File: src/rtl/spm_pkg.sv
// Purpose: shared constants and carrier types of the shared pin function select block
// Assumes: APB slave with 32-bit data, one register per aligned word
// Notes:   pads are grouped as eleven 8-bit ports, index 0 to 10 (10 = port A)
package spm_pkg;

    // register byte offsets
    localparam logic [7:0] SPM_CTRL_OFS   = 8'h00;
    localparam logic [7:0] SPM_ANALOG_OFS = 8'h04;
    localparam logic [7:0] SPM_CMP_OFS    = 8'h08;
    localparam logic [7:0] SPM_TIMER_OFS  = 8'h0c;
    localparam logic [7:0] SPM_PULSE_OFS  = 8'h10;
    localparam logic [7:0] SPM_IRQ_OFS    = 8'h14;
    localparam logic [7:0] SPM_STATUS_OFS = 8'h18;

    // control register bit positions
    localparam int SPM_CTRL_EXTBUS  = 0;
    localparam int SPM_CTRL_BUS16   = 1;
    localparam int SPM_CTRL_MIDADR  = 2;
    localparam int SPM_CTRL_HIGHADR = 3;
    localparam int SPM_CTRL_TOPADR  = 4;
    localparam int SPM_CTRL_CLKOUT  = 5;
    localparam int SPM_CTRL_READY   = 6;
    localparam int SPM_CTRL_HOLD    = 7;
    localparam int SPM_CTRL_WRHIGH  = 8;
    localparam int SPM_CTRL_WRLOW   = 9;

    // timer register fields: outputs in 5:0, inputs (channels 1..5) in 12:8
    localparam int SPM_TIMER_IN_LSB = 8;
    // pulse register fields
    localparam int SPM_PULSE_POT_LSB = 4;
    localparam int SPM_PULSE_PWC_LSB = 8;
    localparam int SPM_PULSE_CAP_LSB = 12;

    // values after reset: single-chip, every pin a port
    localparam logic [9:0]  SPM_CTRL_RST   = 10'h000;
    localparam logic [15:0] SPM_ANALOG_RST = 16'h0000;
    localparam logic [7:0]  SPM_BYTE_RST   = 8'h00;

    // port indices
    localparam int SPM_P0 = 0;
    localparam int SPM_P1 = 1;
    localparam int SPM_P2 = 2;
    localparam int SPM_P3 = 3;
    localparam int SPM_P4 = 4;
    localparam int SPM_P5 = 5;
    localparam int SPM_P6 = 6;
    localparam int SPM_P7 = 7;
    localparam int SPM_P8 = 8;
    localparam int SPM_P9 = 9;
    localparam int SPM_PA = 10;

    // port five pin positions
    localparam int SPM_P5_CLK   = 0;
    localparam int SPM_P5_READY = 1;
    localparam int SPM_P5_HAK   = 2;
    localparam int SPM_P5_HRQ   = 3;
    localparam int SPM_P5_WRH   = 4;
    localparam int SPM_P5_WRL   = 5;
    localparam int SPM_P5_RD    = 6;
    localparam int SPM_P5_WBLK  = 7;

    typedef logic [10:0][7:0] spm_pad_t;

    // signals from the on-chip bus controller and peripherals
    typedef struct packed {
        logic [15:0] busDataOut;
        logic        busDataOe;
        logic [23:0] address;
        logic        readStrobe;
        logic        lowerWriteStrobe;
        logic        upperWriteStrobe;
        logic        machineClk;
        logic        holdAcknowledge;
        logic [7:0]  compareOutputs;
        logic [5:0]  reloadTimerOutputs;
        logic [1:0]  pulseGenOutputs;
        logic [3:0]  widthUnitOutputs;
    } spm_periph_s;

    // signals handed to the core and peripherals
    typedef struct packed {
        logic [15:0] busDataIn;
        logic        readyIn;
        logic        holdRequestIn;
        logic        ramWriteBlockIn;
        logic [4:0]  reloadTimerInputs;
        logic [7:0]  extIrqInputs;
        logic [3:0]  widthMeasureInputs;
        logic [3:0]  captureInputs;
        logic [15:0] analogInputEnable;
        spm_pad_t    gpioIn;
    } spm_core_s;

endpackage

File: src/rtl/spm_shared_pin_mux.sv
// Purpose: per-pin choice between general-purpose port and alternate function
// Assumes: pad inputs are asynchronous; peripheral and gpio signals share clock
// Notes:   every output is registered, so a selection change shows one cycle later
//
// Summary of operation
// - port zero is low data byte with bus
// - port one is high data byte, 16-bit bus
// - port two drives address bits 0..7 with bus
// - port three drives address 8..15 when selected
// - port four low three drive address 16..18
// - port four upper five drive address 19..23
// - port four upper pins feed enabled reload timers
// - interrupt inputs sampled whenever enabled
// - clock pin drives machine clock with bus and enable
// - ready input used only with bus and enable
// - hold request in, acknowledge out with bus and enable
// - hold request sampled every cycle, only with bus and enable
// - upper write strobe needs bus, 16-bit, enable
// - lower write strobe needs bus and enable
// - read strobe driven whenever bus enabled
// - write-block input always sampled, port stays
// - ports six, nine analog or open-drain per pin
// - port seven carries compare outputs per enable
// - port eight low six carry timer outputs
// - port eight top two carry pulse generators
// - port A width inputs and outputs per channel
// - port A capture inputs routed, port valid
//
// The register addresses and the APB slave port are this design's own decisions.
`timescale 1ns/1ns

module spm_shared_pin_mux
    import spm_pkg::*;
(
    input  wire logic                 clock,
    input  wire logic                 arst_n,
    // apb slave
    input  wire logic                 psel,
    input  wire logic                 penable,
    input  wire logic                 pwrite,
    input  wire logic [7:0]           paddr,
    input  wire logic [31:0]          pwdata,
    output logic [31:0]               prdata,
    output logic                      pready,
    output logic                      pslverr,
    // port logic side
    input  wire spm_pkg::spm_pad_t    gpioOut,
    input  wire spm_pkg::spm_pad_t    gpioDir,
    // peripheral side
    input  wire spm_pkg::spm_periph_s periphIn,
    output spm_pkg::spm_core_s        coreOut,
    // pad side
    input  wire spm_pkg::spm_pad_t    padIn,
    output spm_pkg::spm_pad_t         padOut,
    output spm_pkg::spm_pad_t         padOe
);
    import spm_pkg::*;

    typedef struct packed {
        logic [9:0]  ctrl;
        logic [15:0] analogEn;
        logic [7:0]  compareEn;
        logic [12:0] timerEn;
        logic [15:0] pulseEn;
        logic [7:0]  irqEn;
        spm_pad_t    sync1;
        spm_pad_t    sync2;
        spm_pad_t    padOut;
        spm_pad_t    padOe;
        spm_core_s   core;
        logic [31:0] prdata;
        logic        pready;
        logic        pslverr;
    } spm_state_s;

    spm_state_s st_reg;
    spm_state_s st_next;

    // reads of a register word; unmapped offsets give zero and an error
    function automatic logic [32:0] spm_read(input spm_state_s s, input logic [7:0] a);
        logic [32:0] r;
        r = {1'b0, 32'h00000000};
        unique case (a)
            SPM_CTRL_OFS:   r[9:0]  = s.ctrl;
            SPM_ANALOG_OFS: r[15:0] = s.analogEn;
            SPM_CMP_OFS:    r[7:0]  = s.compareEn;
            SPM_TIMER_OFS:  r[12:0] = s.timerEn;
            SPM_PULSE_OFS:  r[15:0] = s.pulseEn;
            SPM_IRQ_OFS:    r[7:0]  = s.irqEn;
            SPM_STATUS_OFS: r[7:0]  = s.sync2[SPM_P5];
            default:        r[32]   = 1'b1;
        endcase
        return r;
    endfunction

    // one alternate output on one pin: the function wins over the port
    function automatic logic [1:0] spm_alt(input logic sel, input logic val,
                                           input logic pOut, input logic pDir);
        return sel ? {1'b1, val} : {pDir, pOut};
    endfunction

    always_comb begin
        logic        extBus;
        logic        bus16;
        logic        wrAccess;
        logic [32:0] rd;
        logic [1:0]  pin;
        st_next  = st_reg;
        extBus   = st_reg.ctrl[SPM_CTRL_EXTBUS];
        bus16    = st_reg.ctrl[SPM_CTRL_BUS16];
        wrAccess = psel && penable && st_reg.pready && pwrite;
        rd       = spm_read(st_reg, paddr);
        pin      = 2'b00;

        // zero-wait apb: answer is prepared in the setup cycle
        st_next.pready  = psel && !penable;
        st_next.prdata  = (psel && !penable && !pwrite) ? rd[31:0] : 32'h00000000;
        // status is read-only, so a write to it is refused like an unmapped one
        st_next.pslverr = psel && !penable && (rd[32] || (pwrite && paddr == SPM_STATUS_OFS));

        // register writes take effect only at the completing edge
        if (wrAccess) begin
            unique case (paddr)
                SPM_CTRL_OFS:   st_next.ctrl      = pwdata[9:0];
                SPM_ANALOG_OFS: st_next.analogEn  = pwdata[15:0];
                SPM_CMP_OFS:    st_next.compareEn = pwdata[7:0];
                SPM_TIMER_OFS:  st_next.timerEn   = pwdata[12:0];
                SPM_PULSE_OFS:  st_next.pulseEn   = pwdata[15:0];
                SPM_IRQ_OFS:    st_next.irqEn     = pwdata[7:0];
                default:        st_next.ctrl      = st_reg.ctrl;
            endcase
        end

        // pads pass two flops; only the second stage is read below
        st_next.sync1      = padIn;
        st_next.sync2      = st_reg.sync1;
        st_next.core.gpioIn = st_reg.sync2;

        // default: every pin follows the port logic
        st_next.padOut = gpioOut;
        st_next.padOe  = gpioDir;

        // external bus data and address
        for (int i = 0; i < 8; i++) begin
            pin = spm_alt(extBus, periphIn.busDataOut[i],
                          gpioOut[SPM_P0][i], gpioDir[SPM_P0][i]);
            st_next.padOut[SPM_P0][i] = pin[0];
            st_next.padOe[SPM_P0][i]  = extBus ? periphIn.busDataOe : pin[1];
            pin = spm_alt(extBus && bus16, periphIn.busDataOut[i + 8],
                          gpioOut[SPM_P1][i], gpioDir[SPM_P1][i]);
            st_next.padOut[SPM_P1][i] = pin[0];
            st_next.padOe[SPM_P1][i]  = (extBus && bus16) ? periphIn.busDataOe
                                                         : pin[1];
            pin = spm_alt(extBus, periphIn.address[i],
                          gpioOut[SPM_P2][i], gpioDir[SPM_P2][i]);
            {st_next.padOe[SPM_P2][i], st_next.padOut[SPM_P2][i]} = pin;
            pin = spm_alt(extBus && st_reg.ctrl[SPM_CTRL_MIDADR], periphIn.address[i + 8],
                          gpioOut[SPM_P3][i], gpioDir[SPM_P3][i]);
            {st_next.padOe[SPM_P3][i], st_next.padOut[SPM_P3][i]} = pin;
        end
        for (int i = 0; i < 3; i++) begin
            pin = spm_alt(extBus && st_reg.ctrl[SPM_CTRL_HIGHADR], periphIn.address[i + 16],
                          gpioOut[SPM_P4][i], gpioDir[SPM_P4][i]);
            {st_next.padOe[SPM_P4][i], st_next.padOut[SPM_P4][i]} = pin;
        end
        for (int i = 3; i < 8; i++) begin
            pin = spm_alt(extBus && st_reg.ctrl[SPM_CTRL_TOPADR], periphIn.address[i + 16],
                          gpioOut[SPM_P4][i], gpioDir[SPM_P4][i]);
            {st_next.padOe[SPM_P4][i], st_next.padOut[SPM_P4][i]} = pin;
        end

        // bus data read back; upper byte is zero on an 8-bit bus
        st_next.core.busDataIn[7:0]  = extBus ? st_reg.sync2[SPM_P0] : 8'h00;
        st_next.core.busDataIn[15:8] = (extBus && bus16) ? st_reg.sync2[SPM_P1]
                                                         : 8'h00;

        // port five: bus control pins
        pin = spm_alt(extBus && st_reg.ctrl[SPM_CTRL_CLKOUT], periphIn.machineClk,
                      gpioOut[SPM_P5][SPM_P5_CLK], gpioDir[SPM_P5][SPM_P5_CLK]);
        {st_next.padOe[SPM_P5][SPM_P5_CLK], st_next.padOut[SPM_P5][SPM_P5_CLK]} = pin;
        pin = spm_alt(extBus && st_reg.ctrl[SPM_CTRL_HOLD], periphIn.holdAcknowledge,
                      gpioOut[SPM_P5][SPM_P5_HAK], gpioDir[SPM_P5][SPM_P5_HAK]);
        {st_next.padOe[SPM_P5][SPM_P5_HAK], st_next.padOut[SPM_P5][SPM_P5_HAK]} = pin;
        pin = spm_alt(extBus && bus16 && st_reg.ctrl[SPM_CTRL_WRHIGH],
                      periphIn.upperWriteStrobe,
                      gpioOut[SPM_P5][SPM_P5_WRH], gpioDir[SPM_P5][SPM_P5_WRH]);
        {st_next.padOe[SPM_P5][SPM_P5_WRH], st_next.padOut[SPM_P5][SPM_P5_WRH]} = pin;
        pin = spm_alt(extBus && st_reg.ctrl[SPM_CTRL_WRLOW], periphIn.lowerWriteStrobe,
                      gpioOut[SPM_P5][SPM_P5_WRL], gpioDir[SPM_P5][SPM_P5_WRL]);
        {st_next.padOe[SPM_P5][SPM_P5_WRL], st_next.padOut[SPM_P5][SPM_P5_WRL]} = pin;
        pin = spm_alt(extBus, periphIn.readStrobe,
                      gpioOut[SPM_P5][SPM_P5_RD], gpioDir[SPM_P5][SPM_P5_RD]);
        {st_next.padOe[SPM_P5][SPM_P5_RD], st_next.padOut[SPM_P5][SPM_P5_RD]} = pin;

        // ready defaults high so a disabled pin never stretches a bus cycle
        st_next.core.readyIn = (extBus && st_reg.ctrl[SPM_CTRL_READY])
                               ? st_reg.sync2[SPM_P5][SPM_P5_READY] : 1'b1;
        // hold request is live on every cycle while the function is on
        st_next.core.holdRequestIn = extBus && st_reg.ctrl[SPM_CTRL_HOLD]
                                     && st_reg.sync2[SPM_P5][SPM_P5_HRQ];
        // write-block request is sampled in every mode
        st_next.core.ramWriteBlockIn = st_reg.sync2[SPM_P5][SPM_P5_WBLK];

        // reload timer inputs on the upper port four pins
        st_next.core.reloadTimerInputs = st_reg.sync2[SPM_P4][7:3]
                                         & st_reg.timerEn[SPM_TIMER_IN_LSB +: 5];

        // interrupt inputs: bits 1..0 and 2 on port A, 7..3 on port four
        st_next.core.extIrqInputs = {st_reg.sync2[SPM_P4][7:3], st_reg.sync2[SPM_PA][7],
                                     st_reg.sync2[SPM_PA][6:5]} & st_reg.irqEn;

        // analog pins are open drain: only pull low, never while analog
        for (int i = 0; i < 8; i++) begin
            st_next.padOut[SPM_P6][i] = 1'b0;
            st_next.padOe[SPM_P6][i]  = gpioDir[SPM_P6][i] && !gpioOut[SPM_P6][i]
                                        && !st_reg.analogEn[i];
            st_next.padOut[SPM_P9][i] = 1'b0;
            st_next.padOe[SPM_P9][i]  = gpioDir[SPM_P9][i] && !gpioOut[SPM_P9][i]
                                        && !st_reg.analogEn[i + 8];
        end
        st_next.core.analogInputEnable = st_reg.analogEn;

        // compare, reload timer and pulse generator outputs
        for (int i = 0; i < 8; i++) begin
            pin = spm_alt(st_reg.compareEn[i], periphIn.compareOutputs[i],
                          gpioOut[SPM_P7][i], gpioDir[SPM_P7][i]);
            {st_next.padOe[SPM_P7][i], st_next.padOut[SPM_P7][i]} = pin;
        end
        for (int i = 0; i < 6; i++) begin
            pin = spm_alt(st_reg.timerEn[i], periphIn.reloadTimerOutputs[i],
                          gpioOut[SPM_P8][i], gpioDir[SPM_P8][i]);
            {st_next.padOe[SPM_P8][i], st_next.padOut[SPM_P8][i]} = pin;
        end
        for (int i = 0; i < 2; i++) begin
            pin = spm_alt(st_reg.pulseEn[i], periphIn.pulseGenOutputs[i],
                          gpioOut[SPM_P8][i + 6], gpioDir[SPM_P8][i + 6]);
            {st_next.padOe[SPM_P8][i + 6], st_next.padOut[SPM_P8][i + 6]} = pin;
        end

        // port A: width unit on pins 1..4, capture on pins 0 and 2..4
        for (int i = 0; i < 4; i++) begin
            pin = spm_alt(st_reg.pulseEn[SPM_PULSE_POT_LSB + i], periphIn.widthUnitOutputs[i],
                          gpioOut[SPM_PA][i + 1], gpioDir[SPM_PA][i + 1]);
            {st_next.padOe[SPM_PA][i + 1], st_next.padOut[SPM_PA][i + 1]} = pin;
        end
        st_next.core.widthMeasureInputs = st_reg.sync2[SPM_PA][4:1]
                                          & st_reg.pulseEn[SPM_PULSE_PWC_LSB +: 4];
        st_next.core.captureInputs = {st_reg.sync2[SPM_PA][4:2], st_reg.sync2[SPM_PA][0]}
                                     & st_reg.pulseEn[SPM_PULSE_CAP_LSB +: 4];
    end

    // single state register; reset leaves every pin a released input
    always_ff @(posedge clock or negedge arst_n) begin
        if (!arst_n) begin
            st_reg           <= '0;
            st_reg.ctrl      <= SPM_CTRL_RST;
            st_reg.analogEn  <= SPM_ANALOG_RST;
            st_reg.compareEn <= SPM_BYTE_RST;
            st_reg.irqEn     <= SPM_BYTE_RST;
            st_reg.core.readyIn <= 1'b1;
        end else begin
            st_reg <= st_next;
        end
    end

    assign prdata  = st_reg.prdata;
    assign pready  = st_reg.pready;
    assign pslverr = st_reg.pslverr;
    assign coreOut = st_reg.core;
    assign padOut  = st_reg.padOut;
    assign padOe   = st_reg.padOe;

endmodule

File: config.mk
export PLATFORM = sky130hd
export DESIGN_NAME = spm_shared_pin_mux
export DESIGN_NICKNAME = d
export VERILOG_FILES = /design/src/rtl/spm_pkg.sv /design/src/rtl/spm_shared_pin_mux.sv
export SDC_FILE = /design/constraint.sdc
export NUM_CORES = 1
export LEC_CHECK = 0
export BUFFER_PORTS_ARGS = -buffer_cell sky130_fd_sc_hd__buf_2
export CAP_MARGIN = 25
export CORE_AREA = 2 2 280 282
export DETAILED_ROUTE_END_ITERATION = 16
export DIE_AREA = 0 0 282 284
export PLACE_DENSITY = 0.54
export SLEW_MARGIN = 20
export SYNTH_ARGS = -nofsm -noshare
export SYNTH_HDL_FRONTEND = slang
export SYNTH_SLANG_ARGS = --single-unit
File: constraint.sdc
create_clock -name clock -period 1.55 [get_ports clock]
set_input_delay 0.155 -clock clock [delete_from_list [all_inputs] [get_ports clock]]
set_output_delay 0.155 -clock clock [all_outputs]
set_load 0.005 [all_outputs]
==> results.md, run 1 <==
- Yosys printed 0 warnings.
- The placer's final routability congestion estimate is 0.852.
- Sorting the synthesized cells by how often they occur yields sky130_fd_sc_hd__dfrtp_1, sky130_fd_sc_hd__buf_4, sky130_fd_sc_hd__mux2_2.
- Dividing the detail-routed via count by the number of cells gives between 3 and 4.
- The number of global-route vias before repair is about 15000.
- The clock root buffer master is sky130_fd_sc_hd__clkbuf_16.
- The netlist uses 43 different library cells.
- The power per cell area is around 1100 nW/µm².
- For this run, the slowest stage of the critical path takes 0.56 ns.
- For this design the top-level I/O count stands at around 730.
- In this run the static leakage power is 14.3 nW.
- In this run the core area contains ~100 standard-cell rows.
- Ranked by total cell area, the synthesized netlist is headed by sky130_fd_sc_hd__dfrtp_1, sky130_fd_sc_hd__buf_4, sky130_fd_sc_hd__mux2_2, sky130_fd_sc_hd__and2_1, sky130_fd_sc_hd__or2_2.
- Cells with a size suffix above 1 make up 47.7% of the layout.
- The pin count of the biggest net entering global routing is 85.
- Derived from the worst setup path, the maximum achievable clock frequency is 659 MHz.
- The total count of hold-check failures in the final report is 0.
- The antenna violation net count after detailed routing is 0.
- The iteration-0 DRC count of the detailed router is roughly 500.
- The endpoint arrival time on the critical path is 2.01 ns.
- The final instance area is 28900 µm².
- The initial utilization of the core area, before any placement, comes to between 20% and 30%.
- Across all hold checks on the routed design, the worst slack comes to between 0.06 and 0.07 ns.
- For the worst-skew pair, the clock arrives at the later sink with an insertion delay of 0.64 ns.
- OpenSTA, run right after detailed placement, puts the worst setup slack at -0.305 ns.
- The dominant cell by count in the synthesized netlist is sky130_fd_sc_hd__dfrtp_1.
- After floorplanning, the core was sized to cover approximately 77000 µm².
- The type of the worst setup path is flip-flop to flip-flop.
- The post-placement cell count is about 2800.
- STA classifies the critical path startpoint as a flip-flop.
- The cell family contributing the most delay on the critical path is buffers and inverters.
- In this run the worst path has a maximum fanout of 3.
- After the last flow step, the layout net total stands at about 2500.
- The sum of buffers and inverters on the critical path is 2.
- For the pin with the worst max-slew slack, the measured transition is 0.545 ns.
- The first global-routing pass estimated approximately 90000 µm of wire.
- For this run, design rule violations remaining after detail routing come to 0.
- Of all flip-flops after synthesis, the portion carrying an async set or reset was 100%.
- Setup slack closes at about 0.033 ns.
- The count of final max-slew check failures is 0.
- After synthesis the netlist holds a flip-flop and latch count of approximately 570.
- The synthesized instance count is ~1300.
- From left edge to right edge, the die measures roughly 280 µm.
- The ratio of final minimum period to clock period is a little over nine tenths.
- The number of H-tree levels is 2.
- The required time of the critical path is 2.04 ns.
- The first detailed-routing pass took 4 iterations.
- The post-synthesis instance area is ~20000 µm².
- The register with the most flip-flops in the layout has 192 of them.
- The cell taking the most area after synthesis is sky130_fd_sc_hd__dfrtp_1.
- Summed over its instances, the top area cell type makes up 70.1% of the synthesized netlist area.
- At the end of the flow the core is filled with cells to between 30 and 40%.
- The sequential cell area fraction in the yosys report is roughly 70%.
- In this run the mean area of a mapped cell was ~15 µm².
- The count of buffers added on input and output ports is 680.
- Buffers inserted during clock tree synthesis total 60.
- The synthesized design contains 0 enable-type register cells.
- The number of cells in the finished layout apart from fillers is around 3300.
- In this run the deepest clock path goes through 3 buffers.
- The CTS tree is built.
- The HPWL after detailed placement is approximately 46000 µm.
- The max-capacitance violation count is 0.
- The kind of path behind the tightest hold check is primary input to flip-flop.
- The initial antenna violation count is 9.
- The clock input transition at the sequential cells of the worst setup and hold paths is roughly 0.060 ns.
- The detail-routed net length per standard cell is about 19 µm.
- The all-layer global routing usage is about 15%.
- The final layout contains routed wiring with a total length of 61300 µm.
- The die is 284 µm tall.
- The worst path in the final design needs a cycle of 1.52 ns, including I/O delays and setup.
- The total setup violations reported at the end of the flow is 0.
- The endpoint type of the worst setup path is a flip-flop.
- The final global-route overflow total is 0.
- After detailed placement, the total cell area comes to ~23000 µm².
- From synthesis to final layout, the design area changed by 42.9%.
- The worst pin sits at a relative slew slack of a little under two thirds.
- The critical path goes through buf_4 -> mux2_2 -> dlygate4sd3_1.
- The overall die area is approximately 80000 µm².
- The cell with the largest stage delay on the worst path is sky130_fd_sc_hd__dlygate4sd3_1.
- The maximum VDD drop is 0.000841 V.
- For this run, the leading register cell type out of synthesis is sky130_fd_sc_hd__dfrtp_1.
- The post-route clock skew is ~0.067 ns.
- The total number of vias is between 10000 and 15000.
- The flow ran to the end, and the final reports show no timing, DRC or antenna violations.
- The number of sinks handled by clock tree synthesis is around 570.
[tightest hold or removal path, delay by kind of cell]
kind | cells | cell delay [ns]
and+or+nand+nor | 2 | 0.19
buffers and inverters | 1 | 0.09
AOI/OAI and AO/OA | 2 | 0.21
[cell usage in the layout, fill, tap and decap left out, types with 3 or more instances in the layout]
cell / netlist / layout
sky130_fd_sc_hd__a21o_1: 8 / 8
sky130_fd_sc_hd__a21oi_1: 11 / 11
sky130_fd_sc_hd__a22oi_1: 14 / 14
sky130_fd_sc_hd__and2_1: 32 / 32
sky130_fd_sc_hd__and3_1: 11 / 10
sky130_fd_sc_hd__buf_12: 0 / 20
sky130_fd_sc_hd__buf_2: 4 / 679
sky130_fd_sc_hd__buf_4: 352 / 62
sky130_fd_sc_hd__buf_6: 2 / 3
sky130_fd_sc_hd__bufinv_16: 0 / 6
sky130_fd_sc_hd__clkbuf_1: 12 / 13
sky130_fd_sc_hd__clkbuf_16: 0 / 61
sky130_fd_sc_hd__clkbuf_8: 0 / 6
sky130_fd_sc_hd__clkinv_2: 0 / 17
sky130_fd_sc_hd__clkinv_4: 0 / 4
sky130_fd_sc_hd__conb_1: 1 / 32
sky130_fd_sc_hd__dfrtp_1: 567 / 564
sky130_fd_sc_hd__dfrtp_2: 0 / 3
sky130_fd_sc_hd__diode_2: 0 / 5
sky130_fd_sc_hd__dlygate4sd3_1: 0 / 353
sky130_fd_sc_hd__inv_1: 8 / 8
sky130_fd_sc_hd__mux2_2: 132 / 120
sky130_fd_sc_hd__mux2_4: 10 / 22
sky130_fd_sc_hd__mux2i_1: 14 / 14
sky130_fd_sc_hd__mux4_2: 3 / 3
sky130_fd_sc_hd__nand2_1: 16 / 14
sky130_fd_sc_hd__nand2b_1: 22 / 22
sky130_fd_sc_hd__nand3_1: 7 / 5
sky130_fd_sc_hd__nor2_1: 11 / 10
sky130_fd_sc_hd__nor2b_1: 4 / 4
sky130_fd_sc_hd__nor3_1: 5 / 3
sky130_fd_sc_hd__nor3b_1: 16 / 16
sky130_fd_sc_hd__o21ai_0: 11 / 11
sky130_fd_sc_hd__o22a_1: 4 / 4
sky130_fd_sc_hd__or2_2: 29 / 29
sky130_fd_sc_hd__or3_1: 5 / 4
[stage by stage]
| stage | total power, mW | TNS, ns |
|---|---|---|
| 3_3_place_gp | 17.6 | -9.96 |
| 2_1_floorplan | 16.6 | -4.04 |
| 6_report | 32.7 | 0 |
| 4_1_cts | 33.1 | 0 |
| 5_1_grt | 34.0 | -0.0136 |
| 3_5_place_dp | 17.6 | -11.40 |
[power breakdown]
group / internal (mW) / switching (mW) / total (mW)
clock: 8.56 / 6.03 / 14.6
sequential: 15.4 / 0.193 / 15.6
combinational: 1.42 / 1.06 / 2.48
[timing repair]
item,CTS,global route
endpoints found under the setup margin,11,30
pin swaps,0,1
hold buffers,353,1
hold endpoints to repair,879,1
setup buffers,0,1
resized for setup,2,22
[worst paths after layout]
kind	startpoint	end	slack (ns)	depth (start not counted)
worst min register to register	st_next[119]$_DFF_PN0_	coreOut[85]$_DFF_PN0_	0.32	0
min in group asynchronous	arst_n	padOe[50]$_DFF_PN0_	0.51	3
worst max-delay path	st_reg[574]$_DFFE_PN0P_	padOut[63]$_DFF_PN0_	0.03	3
worst min-delay path	paddr[0]	prdata[9]$_DFF_PN0_	0.06	5
worst max register to register	st_reg[574]$_DFFE_PN0P_	padOut[63]$_DFF_PN0_	0.03	3
max in group asynchronous	arst_n	padOe[29]$_DFF_PN0_	0.22	5
[routing by layer]
metal	GRT usage [%]	share of wire (%)	routed length [µm]
met1	16.6	38	23100
met2	26.7	51	31300
met3	4.22	8.0	4880
met4	5.27	3.3	2030
met5	0	0.044	27
[cells by family after synthesis]
| group | share of synthesized area [%] |
|---|---|
| other | 0.0185 |
| flip-flops | 70.3 |
| AND/OR/NAND/NOR | 5.10 |
| buffers and inverters | 13.8 |
| multiplexers | 9.12 |
| AO/OA/AOI/OAI | 1.73 |
[layout make-up]
type	instances	area (µm²)
multi-input cells	412	3460
well taps	1040	1300
clock buffers	80	1660
inverters	8	30.0
diodes	5	12.5
fillers	7252	48000
clock inverters	32	385
flip-flops and latches	568	14200
repair buffers	1118	7850
Power figures use the tool's default switching activity.
==> run 2: changes to the inputs <==
--- a/config.mk
+++ b/config.mk
@@ -12,2 +12,3 @@
 export DIE_AREA = 0 0 282 284
+export GPL_TIMING_DRIVEN = 0
 export PLACE_DENSITY = 0.54
==> constraint.sdc (replaced) <==
create_clock -name clock -period 1.55 [get_ports clock]
set_input_delay 0.2325 -clock clock [delete_from_list [all_inputs] [get_ports clock]]
set_output_delay 0.2325 -clock clock [all_outputs]
set_load 0.005 [all_outputs]
==> run 2 against run 1 <==
The run now ends with negative hold slack, negative setup slack left; die area is the same; via count grew 8.4%; fmax shrank 11%; first-iteration DRC count grew 20%; register-to-register slack lost 0.18 ns; critical path type unchanged; highest routed layer unchanged.
==> results.md, run 2 (same netlist as run 1, synthesis figures left out) <==
- The flow ran to the end, but the final reports show violations.
- The checks that failed: negative hold slack, negative setup slack.
- The worst setup path is launched from a flip-flop.
- The beginning of the critical path is pready$_DFF_PN0_.
- Once detail routing completed, the nets flagged for antenna violations numbered 0.
- The max-capacitance violation count is 0.
- For this run, the number of standard cells in the final layout without fillers is roughly 3600.
- Global routing consumed, on the met3 layer, ~3.8% of the routing resources.
- The leakage power is about 16 nW.
- Setup repair after global routing could not meet its margin everywhere.
- The startpoint identified for the worst register-to-register timing path is pready$_DFF_PN0_.
- The final layout contains around 2800 nets.
- The latest clock arrival within the worst-skew pair is between 0.6 and 0.7 ns.
- The die is roughly 280 µm wide.
- The clock input transition at the sequential cells of the worst setup and hold paths is ~0.06 ns.
- The type of the worst setup path is flip-flop to flip-flop.
- The final global-route overflow total is 0.
- The final hold slack is -0.439 ns.
- In this run, placement finished with an instance count of between 3000 and 4000.
- The mean number of vias per cell is approximately 3.9.
- The library cell used most frequently in the layout, excluding fill and tap cells, is sky130_fd_sc_hd__buf_2.
- The remaining design rule violation count is 0.
- The end point of the critical path is st_reg[573]$_DFFE_PN0P_.
- The routing usage on met2 is about 28%.
- TritonCTS built the clock tree.
- In this run the tightest slew margin relative to its limit is 54.4%.
- The endpoint type of the worst setup path is a flip-flop.
- The initial antenna violation count was 10.
- The number of H-tree levels is 2.
- Subtracting the final worst setup slack from the clock period gives 1.70 ns.
- The overall die area is 80100 µm².
- The final instance area is ~31000 µm².
- The final routed wirelength across all metal layers is 64000 µm.
- Setup slack on the critical path of the routed design comes to -0.148 ns.
- The floorplan step defined a core boundary enclosing a little under 80000 µm².
- The transition time at the pin with the least slew margin is about 0.7 ns.
- The placer's final routability congestion estimate is roughly 0.84.
- The iteration-0 DRC count of the detailed router is between 600 and 700.
- Setup violations remaining at the end of the flow were counted as 16.
- On the final layout, the worst clock skew is roughly 0.030 ns.
- The kind of path behind the tightest hold check is primary input to asynchronous set/reset pin.
- The number of sinks handled by clock tree synthesis is roughly 570.
- In the finished design, the share of the clock period the worst path needs comes to 110%.
- Based on the critical path, the design can be clocked at up to 589 MHz.
- Entering global routing, the biggest net connects 96 pins.
- The number of detailed-routing iterations run before antenna repair is 4.
- Dividing the detail-routed wire length by the instance count gives about 18 µm.
- The endpoint arrival time on the critical path is 2.20 ns.
- The top cell types in the final layout, fill and taps aside, are sky130_fd_sc_hd__buf_2, sky130_fd_sc_hd__dfrtp_1, sky130_fd_sc_hd__buf_4.
- The most used routing layer is met2.
- The vertical die dimension is between 200 and 300 µm.
- In this run the clock root is driven by a sky130_fd_sc_hd__clkbuf_16.
- For this design the ratio of total power to cell area is around 1100 nW/µm².
- The required time of the critical path is between 2 and 2.5 ns.
- The register with the most flip-flops in the layout has ~190 of them.
- The number of ports placed on the die boundary is roughly 730.
- Across every metal layer, demand over resource in global routing totals between 15 and 20%.
- The area growth from synthesis to layout is 54.7%.
- The number of fill cells in the layout is between 7000 and 8000.
- Setup slack on the worst reg-to-reg path comes out at -0.15 ns.
- The first global-routing pass estimated 93100 µm of wire.
- The endpoint of the most critical register-to-register path is st_reg[573]$_DFFE_PN0P_.
- The count of final max-slew check failures is 0.
- Adding up every negative setup slack in the final design gives -1.13 ns.
- The number of cell rows is 102.
- The longest clock path from root to sink contains 3 buffers.
- The HPWL after detailed placement is ~46000 µm.
- The total number of vias is between 10000 and 15000.
- The area of placed instances is about 25000 µm².
- The count of buffers from port buffering is between 600 and 700.
- The maximum VDD drop is 0.000872 V.
- The final standard cell utilization of the core is 40.7%.
- Of the cells placed in the final design, the portion with a size suffix greater than 1 is 54.4%.
- The total count of hold-check failures in the final report is approximately 70.
- The TritonCTS buffer count is 59.
- Global routing used between 10% and 20% of the available met1 tracks.
- The path depth of the worst reg2reg path is 6.
- The number of hold buffers added after CTS was 348.
- The number of global-route vias before repair is approximately 15000.
- Along the worst path, the maximum fanout reaches 8.
- Total power for the finished layout comes to between 30 and 40 mW.
- The starting utilization of the core area is between 20% and 30%.
run 2: how the worst min path moves through the flow:
stage | start | to | slack [ns] | depth (start not counted)
finish | arst_n | st_next[418]$_DFF_PN0_ | -0.44 | 1
global placement | st_next[111]$_DFF_PN0_ | coreOut[77]$_DFF_PN0_ | 0.33 | 0
global route | arst_n | st_next[418]$_DFF_PN0_ | -0.44 | 1
CTS | arst_n | st_next[418]$_DFF_PN0_ | -0.46 | 1
floorplan | arst_n | coreOut[0]$_DFF_PN0_ | -0.06 | 0
detailed placement | arst_n | st_next[418]$_DFF_PN0_ | 0.22 | 1
run 2: critical path, cell delays in order, from the launching register on:
cell,delay (ns)
sky130_fd_sc_hd__dfrtp_1,0.36
sky130_fd_sc_hd__nand4_1,0.15
sky130_fd_sc_hd__buf_4,0.18
sky130_fd_sc_hd__nor3_4,0.13
sky130_fd_sc_hd__buf_6,0.13
sky130_fd_sc_hd__nand3_4,0.23
sky130_fd_sc_hd__mux2_4,0.38
run 2: routing by layer:
| metal | share of wire, % | vias up | routed length, µm |
|---|---|---|---|
| li1 | - | 6263 | - |
| met1 | 38 | 6794 | 24600 |
| met2 | 51 | 534 | 32800 |
| met3 | 6.9 | 138 | 4420 |
| met4 | 3.4 | 12 | 2170 |
| met5 | 0.11 | - | 69 |
run 2: metrics by stage:
step,worst slack [ns],hold slack (ns)
global route,-0.201,-0.441
floorplan,-0.354,-0.0631
detailed placement,-1.14,0.224
finish,-0.148,-0.439
CTS,-0.147,-0.461
global placement,-11.23,0.331
run 2: cell type report:
type                    instances  area (µm²)  area share, %
plain buffers                 369        2790           8.91
inverters                       8        30.0         0.0960
clock inverters                31         412           1.32
flip-flops and latches        568       14200           45.5
well taps                    1040        1300           4.16
diodes                          3        7.51         0.0240
repair buffers               1049        7340           23.4
clock buffers                  80        1680           5.35
multi-input cells             413        3520           11.2
run 2: power by group:
part           total (mW)  switching [mW]  internal [mW]
registers            15.6           0.194           15.4
clock network        14.9            6.10           8.80
logic                2.92            1.13           1.79
total                33.4            7.42           26.0
run 2: what timing repair did:
| action | in CTS | in global routing |
|---|---|---|
| gates cloned | 1 | 1 |
| setup buffers | 9 | 7 |
| endpoints found under the setup margin | 181 | 67 |
| pin swaps | 6 | 5 |
| hold endpoints to repair | 381 | 61 |
| gates resized for setup | 41 | 42 |
==> run 3: changes to the inputs <==
- CORE_AREA: 2 2 280 282 -> 2 2 282 284
- DIE_AREA: 0 0 282 284 -> 0 0 284 286
- PLACE_DENSITY: 0.54 -> 0.52
- clock period: 1.55 -> 2.2 ns (I/O delays scaled with it)
==> run 3 against run 2 <==
The flow now finishes without violations; first-iteration DRC count fell by 5.9%; register-to-register slack improved by 0.27 ns; sequential share of layout area rose by 0.69 points; total power fell by 29%; utilization fell by 1.3 points; via count fell by 0.75%; routed wire length barely moved; cell count fell by 0.14%; critical path type unchanged; largest cell class unchanged; highest routed layer unchanged.
==> results.md, run 3 (same netlist as run 1, synthesis figures left out) <==
- The initial antenna violation count came to 20.
- The post-layout total power is ~24 mW.
- The maximum clock rate is 481 MHz.
- Cells fill a little under 40% of the core in the end.
- The kind of path behind the tightest hold check is primary input to flip-flop.
- The clock passes through at most 3 buffers.
- The clock reaches the later pin of the worst-skew pair after 0.60 ns.
- In the routed design, unresolved DRC markers number 0.
- In this run the core area contains 103 standard-cell rows.
- Headroom to the max-slew limit came out at between 30% and 40%.
- CTS built an H-tree with a depth of 3.
- The mean number of vias per cell is roughly 3.8.
- The vertical die dimension is 286 µm.
- The first global-routing pass estimated around 95000 µm of wire.
- The biggest fanout along the worst timing path is 10.
- For this design the total switching power over the nets is approximately 5.4 mW.
- The tree is rooted in a sky130_fd_sc_hd__clkbuf_16.
- The die covers between 80000 and 90000 µm².
- The final routed wirelength across all metal layers is roughly 64000 µm.
- For this design the top-level I/O count stands at roughly 730.
- The summed negative setup slack over all endpoints is 0 ns.
- Setup repair after global routing left no endpoint under its margin.
- The placer's final routability congestion estimate is between 0.9 and 1.
- The number of placed instances, taps included, is around 3100.
- The switching share of total power is a little under a quarter.
- The area growth from synthesis to layout is 52.3%.
- The count of final max-slew check failures was 0.
- The library cells used most frequently in the layout, excluding fill and tap cells, are sky130_fd_sc_hd__buf_2, sky130_fd_sc_hd__dfrtp_1, sky130_fd_sc_hd__buf_4.
- The power share of the combinational group is under 10%.
- The core region is between 70000 and 80000 µm².
- STA classifies the critical path endpoint as a flip-flop.
- Once placement finished, the instance area stood at between 20000 and 30000 µm².
- Summed over all cells, the static leakage comes to roughly 16 nW.
- For this block, the initial DRC count from the detailed router was roughly 570.
- The HPWL after detailed placement is ~47000 µm.
- The count of buffers added on input and output ports is a little under 700.
- The share of total power dissipated in sequential elements is a little under half.
- The run finished with clean final reports.
- For met1 alone, demand over resource in global routing was a little under a fifth.
- The number of clock buffers added by TritonCTS is 66.
- The number of cells in the finished layout apart from fillers is around 3600.
- The all-layer global routing usage is 15.6%.
- Max-cap violations in this run came to 0.
- Data on the critical path arrives at its endpoint at about 2.5 ns.
- In the global route stage, met3 resource usage came out at about 5%.
- The first detailed-routing pass took 4 iterations.
- The CTS tree is built.
- The number of global-route vias before repair is 15400.
- Across all layers, the routed design uses 13600 vias.
- The worst path setup slack after routing is approximately 0.12 ns.
- The clock network is responsible for between 40% and 50% of the overall power.
- The final hold slack is approximately 0.036 ns.
- After routing the design area is between 30000 and 40000 µm².
- The total count of hold-check failures in the final report is 0.
- The power per cell area is between 700 and 800 nW/µm².
- The clock input transition at the sequential cells of the worst setup and hold paths is 0.05 ns.
- The antenna violation net count after detailed routing is 0.
- Of the cells placed in the final design, the portion with a size suffix greater than 1 is 53.3%.
- The type of the worst setup path is flip-flop to flip-flop.
- STA classifies the critical path startpoint as a flip-flop.
- After global routing, the most crowded layer is met2.
- Entering global routing, the biggest net connects 100 pins.
- The starting utilization of the core area is roughly 26%.
- From left edge to right edge, the die measures between 200 and 300 µm.
- For the worst setup path, the data required time is approximately 2.7 ns.
- Global routing consumed, on the met2 layer, 27.2% of the routing resources.
- Leaving out fill and tap cells, the most frequent cell in the layout is sky130_fd_sc_hd__buf_2.
- The pre-CTS worst setup slack is -1.08 ns.
- The flip-flop count of the largest register after layout is 192.
- After global routing the overflow that remains totals 0.
- The detail-routed net length per standard cell is 18.0 µm.
- After layout, the minimum clock period comes to between 2 and 2.5 ns.
- The maximum VDD drop is 0.000491 V.
- The internal cell power is ~18 mW.
- Setup violations remaining at the end of the flow were counted as 0.
- Dividing the final minimum period by the clock period gives 94.5%.
- Clock tree synthesis found a total of 568 sinks.
- The post-route clock skew is roughly 0.027 ns.
- The transition time at the pin with the least slew margin is between 0.9 and 1 ns.
- The layout net count is roughly 2800.
## run 3: power groups by stage
stage | registers [mW] | clock network [mW] | logic, mW
2_1_floorplan | 11.1 | 0 | 0.597
3_3_place_gp | 11.2 | 0 | 1.47
3_5_place_dp | 11.2 | 0 | 1.53
4_1_cts | 11.0 | 11.2 | 2.03
5_1_grt | 11.0 | 11.7 | 2.20
6_report | 11.0 | 10.8 | 2.01
## run 3: worst max-delay path: stages (launching register included)
cell	delay, ns
sky130_fd_sc_hd__dfrtp_2	0.52
sky130_fd_sc_hd__nand2_1	0.43
sky130_fd_sc_hd__mux2_2	0.40
sky130_fd_sc_hd__dlygate4sd3_1	0.56
## run 3: what timing repair did
action,4_1_cts,5_1_grt
hold buffers,336,0
endpoints found under the setup margin,83,84
pin swaps,1,0
hold endpoints to repair,324,0
setup buffers,1,0
gates cloned,0,1
gates resized for setup,6,2
## run 3: area by class of cell
| type | instances | area (µm²) |
|---|---|---|
| flip-flops and latches | 568 | 14200 |
| diodes | 6 | 15.0 |
| well taps | 1050 | 1310 |
| repair buffers | 1022 | 6960 |
| clock inverters | 27 | 330 |
| plain buffers | 375 | 2750 |
| inverters | 8 | 30.0 |
| multi-input cells | 412 | 3360 |
| clock buffers | 88 | 1830 |
| fillers | 7533 | 47500 |
## run 3: path summary, 6_finish.rpt
kind	startpoint	end	slack (ns)	cells past startpoint
max in group asynchronous	arst_n	padOe[47]$_DFF_PN0_	0.34	5
min in group asynchronous	arst_n	padOe[58]$_DFF_PN0_	0.26	2
max reg2reg	st_reg[591]$_DFFE_PN0P_	padOut[11]$_DFF_PN0_	0.12	3
max	st_reg[591]$_DFFE_PN0P_	padOut[11]$_DFF_PN0_	0.12	3
min reg2reg	st_next[58]$_DFF_PN0_	coreOut[24]$_DFF_PN0_	0.32	0
min	gpioOut[28]	padOut[28]$_DFF_PN0_	0.04	2
## run 3: routing by layer
| metal | part of all wire (%) | wire length (µm) | vias to the layer above |
|---|---|---|---|
| li1 | - | - | 6239 |
| met1 | 39 | 25000 | 6726 |
| met2 | 50 | 32100 | 539 |
| met3 | 7.9 | 5060 | 120 |
| met4 | 2.8 | 1770 | 14 |
| met5 | 0.11 | 68 | - |
